<file path="src/hdl/rlc_params.svh">
// Purpose: Constants of the redistributor message-interrupt control block
// Assumes: One core_clk domain, 4 ns period
// Notes: Offsets are byte addresses inside the control frame
`ifndef RLC_PARAMS_SVH
`define RLC_PARAMS_SVH

`define RLC_ADDR_W 16
`define RLC_CTLR_OFS 16'h0000
`define RLC_CLR_OFS 16'h0048
`define RLC_UWP_BIT 31
`define RLC_OPT_LSB 24
`define RLC_RWP_BIT 3
`define RLC_EN_BIT 0
`define RLC_MSG_NUM 32
`define RLC_IDX_W 5
`define RLC_ID_BASE 32'h0000_2000
`define RLC_CLK_NS 4
`define RLC_PROP_NS 32
`define RLC_PROP_CYC ((`RLC_PROP_NS + `RLC_CLK_NS - 1) / `RLC_CLK_NS)
`define RLC_CNT_W 4

`endif

</file>
<file path="src/hdl/rlc_pkg.sv">
// Purpose: Types of the redistributor message-interrupt control block
// Assumes: rlc_params.svh holds all numbers
// Notes: Group index 0 is group zero, 1 non-secure one, 2 secure one
package rlc_pkg;

    typedef enum logic [0:0] {
        RLC_IDLE = 1'b0,
        RLC_LOAD = 1'b1
    } rlc_fsm_t;

    typedef struct packed {
        logic enable;
        logic [2:0] optout;
        logic [3:0] rwp_cnt;
        rlc_fsm_t fsm;
        logic fetch_req;
        logic are_ns_d;
        logic [31:0] rdata;
        logic rvalid;
        logic doorbell;
        logic [2:0] eligible;
        logic [2:0] reselect;
    } rlc_ctl_t;

    typedef struct packed {
        logic [31:0] pend;
    } rlc_store_t;

endpackage

</file>
<file path="src/hdl/rlc_pend_if.sv">
// Purpose: Carrier between control logic and the pending store
// Assumes: Single clock, same domain on both sides
// Notes: Index is relative to the first implemented identifier
`timescale 1ns/100ps
interface rlc_pend_if;
    logic set_valid;
    logic [4:0] set_idx;
    logic clr_valid;
    logic [4:0] clr_idx;
    logic load_valid;
    logic [31:0] load_word;
    logic [31:0] pend;

    modport ctl (
        output set_valid, set_idx, clr_valid, clr_idx, load_valid, load_word,
        input pend
    );
    modport store (
        input set_valid, set_idx, clr_valid, clr_idx, load_valid, load_word,
        output pend
    );
endinterface

</file>
<file path="src/hdl/rlc_pend_store.sv">
// Purpose: Pending state of the implemented message interrupts
// Assumes: Clear is only presented when the bit is pending
// Notes: Set and table load win over a clear of the same bit
`timescale 1ns/100ps
module rlc_pend_store (
    input wire logic core_clk,
    input wire logic sys_rst,
    rlc_pend_if.store pif
);

    rlc_pkg::rlc_store_t st_ff;
    rlc_pkg::rlc_store_t nxt_st;

    // ==========================================================
    // Update
    // ==========================================================
    always_comb begin
        logic [31:0] set_vec;
        logic [31:0] clr_vec;
        set_vec = '0;
        clr_vec = '0;
        if (pif.set_valid) begin
            set_vec[pif.set_idx] = 1'b1;
        end
        if (pif.load_valid) begin
            set_vec = set_vec | pif.load_word;
        end
        if (pif.clr_valid) begin
            clr_vec[pif.clr_idx] = 1'b1;
        end
        // Single read-modify-write, set beats clear
        nxt_st.pend = (st_ff.pend & ~clr_vec) | set_vec;
    end

    always_ff @(posedge core_clk) begin
        if (sys_rst) begin
            st_ff <= '0;
        end else begin
            st_ff <= nxt_st;
        end
    end

    assign pif.pend = st_ff.pend;

    // ==========================================================
    // Checks
    // ==========================================================
    chk_clear_drops_bit: assert property (
        @(posedge core_clk) disable iff (sys_rst)
        (pif.clr_valid && !pif.load_valid &&
         !(pif.set_valid && pif.set_idx == pif.clr_idx))
        |=> !st_ff.pend[$past(pif.clr_idx)])
        else $error("accepted clear left bit pending");

    chk_set_not_lost: assert property (
        @(posedge core_clk) disable iff (sys_rst)
        pif.set_valid |=> st_ff.pend[$past(pif.set_idx)])
        else $error("concurrent set was lost");

endmodule

</file>
<file path="src/hdl/rlc_top.sv">
// Purpose: Redistributor control register and message-interrupt clear port
// Assumes: Register port and distributor signals share core_clk
// Notes: Pending table fetch is one 32-bit word for the implemented range
`timescale 1ns/100ps
`include "rlc_params.svh"
module rlc_top (
    input wire logic core_clk,
    input wire logic sys_rst,
    input wire logic reg_wr,
    input wire logic reg_rd,
    input wire logic [15:0] reg_addr,
    input wire logic [63:0] reg_wdata,
    input wire logic reg_wide,
    input wire logic reg_secure,
    output logic [31:0] reg_rdata,
    output logic reg_rvalid,
    input wire logic select_optout_capability,
    input wire logic message_irq_capability,
    input wire logic single_security_state,
    input wire logic nonsecure_affinity_routing_enable,
    input wire logic wake_on_one_of_n,
    input wire logic processor_sleep_flag,
    input wire logic [2:0] grp_enable,
    input wire logic [4:0] identifier_bits_setting,
    input wire logic per_cpu_enable_clear_wr,
    input wire logic upstream_busy,
    input wire logic msg_set_valid,
    input wire logic [31:0] msg_set_id,
    input wire logic doorbell_in,
    input wire logic tbl_fetch_valid,
    input wire logic [31:0] tbl_fetch_data,
    output logic tbl_fetch_req,
    output logic message_irq_enable,
    output logic doorbell_out,
    output logic [31:0] msg_pending,
    output logic [2:0] select_eligible,
    output logic [2:0] reselect_req
);

    rlc_pkg::rlc_ctl_t st_ff;
    rlc_pkg::rlc_ctl_t nxt_st;
    rlc_pend_if pif ();

    rlc_pend_store u_store (
        .core_clk (core_clk),
        .sys_rst (sys_rst),
        .pif (pif)
    );

    // ==========================================================
    // Helpers
    // ==========================================================
    // Bits above the identifier width read as zero
    function automatic logic [31:0] id_mask(
        input logic [31:0] id,
        input logic [4:0] bits
    );
        logic [31:0] m;
        m = 32'hFFFF_FFFF >> (5'd31 - bits);
        return id & m;
    endfunction

    function automatic logic id_ok(input logic [31:0] id);
        return (id >= `RLC_ID_BASE) &&
            (id - `RLC_ID_BASE < 32'(`RLC_MSG_NUM));
    endfunction

    function automatic logic [4:0] id_idx(input logic [31:0] id);
        logic [31:0] d;
        d = id - `RLC_ID_BASE;
        return d[4:0];
    endfunction

    // Access rights per opt-out bit: 0 grp0, 1 grp1 ns, 2 grp1 s
    function automatic logic opt_access(
        input int i,
        input logic ds,
        input logic sec
    );
        if (i == 2) begin
            return !ds && sec;
        end else if (i == 0) begin
            return ds || sec;
        end
        return 1'b1;
    endfunction

    // ==========================================================
    // Decode
    // ==========================================================
    logic wr_ctlr;
    logic wr_clr;
    logic rd_ctlr;
    logic [63:0] clr_val;
    logic [31:0] clr_id;
    logic en_allowed;
    logic [2:0] opt_eff;

    assign wr_ctlr = reg_wr && (reg_addr == `RLC_CTLR_OFS);
    assign wr_clr = reg_wr && (reg_addr == `RLC_CLR_OFS);
    assign rd_ctlr = reg_rd && (reg_addr == `RLC_CTLR_OFS);
    // Narrow write leaves the upper word zero
    assign clr_val = reg_wide ? reg_wdata : {32'h0000_0000, reg_wdata[31:0]};
    // Reserved upper word is not part of the identifier
    assign clr_id = id_mask(clr_val[31:0], identifier_bits_setting);
    assign en_allowed = message_irq_capability &&
        nonsecure_affinity_routing_enable;
    // Secure group-one bit is dead in single-state mode
    // Absent capability hides all three bits
    assign opt_eff = {st_ff.optout[2] && !single_security_state,
        st_ff.optout[1:0]} & {3{select_optout_capability}};

    // Pending store requests
    always_comb begin
        pif.clr_valid = wr_clr && st_ff.enable && id_ok(clr_id) &&
            pif.pend[id_idx(clr_id)];
        pif.clr_idx = id_idx(clr_id);
        // Translation sets are dropped while disabled
        pif.set_valid = msg_set_valid && st_ff.enable && id_ok(msg_set_id);
        pif.set_idx = id_idx(msg_set_id);
        pif.load_valid = (st_ff.fsm == rlc_pkg::RLC_LOAD) && tbl_fetch_valid
            && st_ff.enable;
        pif.load_word = tbl_fetch_data;
    end

    // ==========================================================
    // Control state
    // ==========================================================
    always_comb begin
        logic [31:0] rd;
        logic opt_chg;
        rd = 32'h0000_0000;
        nxt_st = st_ff;
        opt_chg = 1'b0;
        nxt_st.are_ns_d = nonsecure_affinity_routing_enable;

        // Opt-out writes, only with the capability present
        if (wr_ctlr && select_optout_capability) begin
            for (int i = 0; i < 3; i++) begin
                if (opt_access(i, single_security_state, reg_secure)) begin
                    nxt_st.optout[i] = reg_wdata[`RLC_OPT_LSB + i];
                end
            end
        end
        opt_chg = (nxt_st.optout != st_ff.optout);
        // Reselect forwarded interrupts of a changed group
        nxt_st.reselect = nxt_st.optout ^ st_ff.optout;

        // Propagation window after an opt-out change or enable-clear write
        if (opt_chg || per_cpu_enable_clear_wr) begin
            nxt_st.rwp_cnt = 4'(`RLC_PROP_CYC);
        end else if (st_ff.rwp_cnt != 4'h0) begin
            nxt_st.rwp_cnt = st_ff.rwp_cnt - 4'h1;
        end

        // Writes only set the enable, writing zero leaves it set
        if (wr_ctlr && en_allowed && !st_ff.enable &&
            reg_wdata[`RLC_EN_BIT]) begin
            nxt_st.enable = 1'b1;
            nxt_st.fsm = rlc_pkg::RLC_LOAD;
            nxt_st.fetch_req = 1'b1;
        end
        // Routing drop clears the enable, the fixed choice
        if (st_ff.are_ns_d && !nonsecure_affinity_routing_enable) begin
            nxt_st.enable = 1'b0;
        end
        // Reserved as zero without support
        if (!message_irq_capability) begin
            nxt_st.enable = 1'b0;
        end

        // Pending table fetch
        case (st_ff.fsm)
            rlc_pkg::RLC_IDLE: begin
                if (nxt_st.fsm == rlc_pkg::RLC_IDLE) begin
                    nxt_st.fetch_req = 1'b0;
                end
            end
            rlc_pkg::RLC_LOAD: begin
                // Abort if the enable went away mid-fetch
                if (tbl_fetch_valid || !nxt_st.enable) begin
                    nxt_st.fsm = rlc_pkg::RLC_IDLE;
                    nxt_st.fetch_req = 1'b0;
                end
            end
            default: begin
                nxt_st.fsm = rlc_pkg::RLC_IDLE;
                nxt_st.fetch_req = 1'b0;
            end
        endcase

        // Doorbells only pass while enabled
        nxt_st.doorbell = doorbell_in && st_ff.enable;

        // One-of-N eligibility, opt-out regardless of routing
        for (int i = 0; i < 3; i++) begin
            nxt_st.eligible[i] = grp_enable[i] && !opt_eff[i] &&
                (!processor_sleep_flag || wake_on_one_of_n);
        end

        // Read path, one cycle latency
        if (rd_ctlr) begin
            rd[`RLC_UWP_BIT] = upstream_busy;
            rd[`RLC_OPT_LSB + 2] = opt_eff[2] && !single_security_state
                && reg_secure;
            rd[`RLC_OPT_LSB + 1] = opt_eff[1];
            rd[`RLC_OPT_LSB] = opt_eff[0] &&
                (single_security_state || reg_secure);
            rd[`RLC_RWP_BIT] = (st_ff.rwp_cnt != 4'h0);
            rd[`RLC_EN_BIT] = st_ff.enable && en_allowed;
        end
        nxt_st.rdata = rd;
        nxt_st.rvalid = reg_rd;
    end

    // Opt-out bits reset to zero
    always_ff @(posedge core_clk) begin
        if (sys_rst) begin
            st_ff <= '0;
        end else begin
            st_ff <= nxt_st;
        end
    end

    // ==========================================================
    // Outputs
    // ==========================================================
    assign reg_rdata = st_ff.rdata;
    assign reg_rvalid = st_ff.rvalid;
    assign tbl_fetch_req = st_ff.fetch_req;
    assign message_irq_enable = st_ff.enable;
    assign doorbell_out = st_ff.doorbell;
    assign msg_pending = pif.pend;
    assign select_eligible = st_ff.eligible;
    assign reselect_req = st_ff.reselect;

    // ==========================================================
    // Checks
    // ==========================================================
    chk_clear_when_off: assert property (
        @(posedge core_clk) disable iff (sys_rst)
        (wr_clr && !st_ff.enable) |-> !pif.clr_valid)
        else $error("clear accepted while disabled");

    chk_enable_sticks: assert property (
        @(posedge core_clk) disable iff (sys_rst)
        (st_ff.enable && nonsecure_affinity_routing_enable &&
         message_irq_capability)
        ##1 (nonsecure_affinity_routing_enable && message_irq_capability)
        |-> st_ff.enable)
        else $error("enable dropped without cause");

    chk_fetch_on_enable: assert property (
        @(posedge core_clk) disable iff (sys_rst)
        $rose(st_ff.enable) |-> tbl_fetch_req)
        else $error("no table fetch on enable");

    chk_rwp_window: assert property (
        @(posedge core_clk) disable iff (sys_rst)
        (st_ff.optout != $past(st_ff.optout))
        |-> (st_ff.rwp_cnt != 4'h0) [*8])
        else $error("write pending too short");

    chk_optout_absent: assert property (
        @(posedge core_clk) disable iff (sys_rst)
        (wr_ctlr && !select_optout_capability) |=> $stable(st_ff.optout))
        else $error("opt-out written without capability");

    chk_ns_g1s_wi: assert property (
        @(posedge core_clk) disable iff (sys_rst)
        (wr_ctlr && !reg_secure) |=> $stable(st_ff.optout[2]))
        else $error("non-secure wrote secure opt-out");

    chk_uwp_read: assert property (
        @(posedge core_clk) disable iff (sys_rst)
        rd_ctlr |=> reg_rvalid && reg_rdata[31] == $past(upstream_busy))
        else $error("upstream pending misreported");

    chk_sleep_blocks: assert property (
        @(posedge core_clk) disable iff (sys_rst)
        (processor_sleep_flag && !wake_on_one_of_n)
        |=> select_eligible == 3'h0)
        else $error("sleeping processor eligible");

    chk_doorbell_gate: assert property (
        @(posedge core_clk) disable iff (sys_rst)
        !st_ff.enable |=> !doorbell_out)
        else $error("doorbell passed while disabled");

    chk_reselect_on_change: assert property (
        @(posedge core_clk) disable iff (sys_rst)
        (st_ff.optout != $past(st_ff.optout)) |-> (reselect_req != 3'h0))
        else $error("opt-out change without reselect");

    chk_optout_raz_absent: assert property (
        @(posedge core_clk) disable iff (sys_rst)
        (rd_ctlr && !select_optout_capability)
        |=> reg_rdata[`RLC_OPT_LSB +: 3] == 3'h0)
        else $error("opt-out bits read without capability");

    chk_enable_raz: assert property (
        @(posedge core_clk) disable iff (sys_rst)
        (rd_ctlr && !en_allowed) |=> !reg_rdata[`RLC_EN_BIT])
        else $error("enable read as set while reserved");

endmodule

</file>
<file path="config.mk">
export PLATFORM = sky130hd
export DESIGN_NAME = rlc_top
export DESIGN_NICKNAME = d
export VERILOG_FILES = /design/src/hdl/rlc_pkg.sv /design/src/hdl/rlc_pend_if.sv /design/src/hdl/rlc_pend_store.sv /design/src/hdl/rlc_top.sv
export VERILOG_INCLUDE_DIRS = /design/src /design/src/hdl
export SDC_FILE = /design/constraint.sdc
export NUM_CORES = 1
export LEC_CHECK = 0
export ABC_AREA = 1
export ABC_CLOCK_PERIOD_IN_PS = 3600
export BUFFER_PORTS_ARGS = -buffer_cell sky130_fd_sc_hd__buf_2
export CORE_MARGIN = 3
export CORE_UTILIZATION = 25
export DETAILED_ROUTE_END_ITERATION = 8
export GPL_TIMING_DRIVEN = 1
export PLACE_DENSITY_LB_ADDON = 0.08
export SLEW_MARGIN = 20
export SYNTH_ARGS = -nofsm -noshare
export SYNTH_HDL_FRONTEND = slang
export SYNTH_SLANG_ARGS = --single-unit
</file>
<file path="constraint.sdc">
create_clock -name core_clk -period 3.6 [get_ports core_clk]
set_input_delay 0 -clock core_clk [delete_from_list [all_inputs] [get_ports core_clk]]
set_output_delay 0 -clock core_clk [all_outputs]
set_load 0.1 [all_outputs]
</file>
==> impl_metrics.ini <==
[run_status]
run_status = finished, final reports clean

[clocking]
clkTransAtPathRegs_ns = 0.05
root_buffer_cell = clkbuf_16
post_cts_buffers = 0
cts-buffers-inserted = 9
max_root_sink_buffers = 2
cts_hold_buffers = 15
numClockSinks = 57
tritoncts = yes
clock_insertion_delay_worst_skew_ns = 0.33
cts.htree.levels = 3
post_cts.resized_instances = 0

[power_and_ir_drop]
share_comb_of_total_power_pct = 24.8
cellPowerDensity_nw_per_um2 = 331.5
power.share.switching_pct = 31.58
share_clk_of_total_power_pct = 45.4
switching_power_mw = 0.6822
design_power_total_mw = 2.160
power.static_leakage_nw = 3.064
intPower_mw = 1.478
p_seq_share_pct = 29.8
vdd_ir_drop_max_uv = 230.2

[sta]
post-route-worst-setup-slack_ns = 1.195
timing.final.crit_share_pct = 66.79
relSlewSlack_pct = 55.27
slew_viol_final = 0
timing.final.crit_period_ns = 2.405
final-hold-violation-count = 0
finalClockSkew_ns = 0.007519
timing.setup.tns_ns = 0
setup-violations-final = 0
grt_setup_unrepaired = false
clock.fmax_mhz = 415.9
worst_slew_pin_slew_ns = 0.6685

[critical_path]
required_time_of_the_critical_path_ns = 3.79
crit_path_end_kind = flip-flop
setup.worst_path.start_class = input pin
worst-endpoint-arrival_ns = 2.59
r2r-start = message_irq_enable
setup.worst_path.class = in2reg
critPathMaxFanout = 32
worstSetupStartpoint = identifier_bits_setting[3]

[die]
initial_util_pct = 25.83
design.die.area_um2 = 22120
die-height_um = 148.7
design.portCount = 243
coreArea_um2 = 19720
die_width_um = 148.7
std_cell_rows = 51

[synth]
synth-async-reset-ratio_pct = 0
syn-cell-area_um2 = 5094
synthesis.area_per_instance_um2 = 5.641
synth-warning-count = 0
syn_inst = 903
synth-seq-cells = 57
synth_top_flop_cell = dfxtp_1
synth_seq_area_share_pct = 22.40
synth_enable_flop_cells = 0
post_synth_num_cell_types = 33

[grt]
grt_pass1_vias = 5841
gr-usage-all-layers_pct = 16.61
grt_antenna_before_repair = 0
grt_overflow = 0
grt_start_max_net_pins = 44
global_route_wire_length_before_repair_mm = 29.70

[detailed_routing]
final_antenna_net_count = 0
drt_drc_violations_left = 0
drt_first_iter_violations = 282
vias = 5964
drt_pre_antenna_iters = 5
detail_route.vias_per_cell = 4.451
route.final.wire_length_mm = 18.73
route.detailed.wl_per_inst_um = 13.98

[final_layout]
layout_common_cells = 228 x nand2_1, 183 x buf_2, 140 x nor2_1
areaGrowthSynthToFinish_pct = 27.93
diodes = 0
fill_cells = 2298
number_of_standard_cells_in_the_layout_taps_in_and_fillers_out = 1340
layout.cells.most_common = nand2_1
layout_cells_sized_above_1_pct = 21.49
finalCoreUtilization_pct = 33.05
nets = 1245

[place]
preCtsSetupSlack_ns = 0.8131
number_of_i_o_port_buffers = 183
placer_s_final_routability_congestion_estimate = 0.8192
place.detailed.hpwl_mm = 15.00
place.detailed.instances = 1310

[min_path]
worst_hold_path_type = in2reg
min_from = reg_wdata[26]

[run]
max_cap_viols = 0
sequential cells by signal (all words and copies together) (netlist names):
| signal | cells |
|---|---|
| doorbell_out | 1 |
| message_irq_enable | 1 |
| reg_rdata | 6 |
| reg_rvalid | 1 |
| reselect_req | 3 |
| select_eligible | 3 |
| st_ff | 9 |
| tbl_fetch_req | 1 |
| u_store.pif.pend | 32 |
metal layers:
metal  vias up  wire, um  track usage, %
li1       3190         -               -
met3        15       729           1.914
met5         -         0               0
met2       133      8797           27.62
met4         0       203           4.027
met1      2626      9004           23.08
critical path: stages:
cell     delay, ns
buf_2         0.23
nand2_2       0.18
o21ai_1       0.17
nand2_1       0.16
ha_1          0.32
nand2_1       0.05
nor3_1        0.17
nand3_1       0.10
nor2_1        0.10
nand2_1       0.06
nor2_1        0.10
nand2_1       0.07
nor2_1        0.11
nand3_1       0.10
nor2_2        0.08
buf_4         0.31
nand3_1       0.14
nand2_1       0.09
a21oi_1       0.05
path summary, 6_finish.rpt:
| path | end | slack [ns] | depth (start not counted) |
|---|---|---|---|
| setup / recovery | u_store.pif.pend[11] | 1.20 | 19 |
| hold / removal | st_ff[49] | 0.02 | 3 |
| setup reg to reg | u_store.pif.pend[11] | 1.21 | 14 |
| hold reg to reg | tbl_fetch_req | 0.44 | 2 |
cell usage after synthesis, types with 8 or more instances:
| library cell | n | area, um^2 |
|---|---|---|
| nand4_1 | 45 | 281.5 |
| buf_4 | 44 | 330.3 |
| nand2_2 | 8 | 50.05 |
| inv_1 | 103 | 386.6 |
| nor2_1 | 140 | 525.5 |
| clkbuf_1 | 20 | 75.07 |
| o21ai_0 | 63 | 315.3 |
| dfxtp_1 | 57 | 1141 |
| nand3_1 | 73 | 365.4 |
| nor3_1 | 18 | 90.09 |
| nand2_1 | 228 | 855.8 |
| a21oi_1 | 41 | 205.2 |
final cells by class:
| class | count | area (um^2) | area share (%) |
|---|---|---|---|
| well taps | 265 | 331.6 | 5.088 |
| multi-input cells | 691 | 3183 | 48.85 |
| inverters | 108 | 405.4 | 6.221 |
| clock inverters | 5 | 103.9 | 1.594 |
| repair buffers | 204 | 1111 | 17.05 |
| flip-flops and latches | 57 | 1142 | 17.53 |
| clock buffers | 10 | 239.0 | 3.667 |
cell families after synthesis:
group	count (synthesis)	synth area share, %
other	1	0.07362
DFF	57	22.40
AOI/OAI and AO/OA	115	11.77
buffers and inverters	180	16.95
xor gates and xnor gates	1	0.1720
and+or+nand+nor	537	46.03
adders and majority gates	5	1.228
muxes	7	1.376
power groups by stage:
stage	clock network, mW	registers (mW)	logic [mW]
6_report	0.981	0.644	0.535
5_1_grt	1.04	0.645	0.598
4_1_cts	1.01	0.644	0.538
3_5_place_dp	0	0.657	0.524
3_3_place_gp	0	0.657	0.525
2_1_floorplan	0	0.661	0.395
metrics by stage:
| stage | hold WS, ns | instance area, um^2 |
|---|---|---|
| final | 0.02135 | 6516 |
| after detailed placement | 0.2220 | 6022 |
| after CTS | 0.0005439 | 6515 |
| after global placement | 0.2203 | 6022 |
| after floorplan | 0.1070 | 5187 |
| after global routing | 0.01898 | 6516 |
Power figures use the tool's default switching activity.
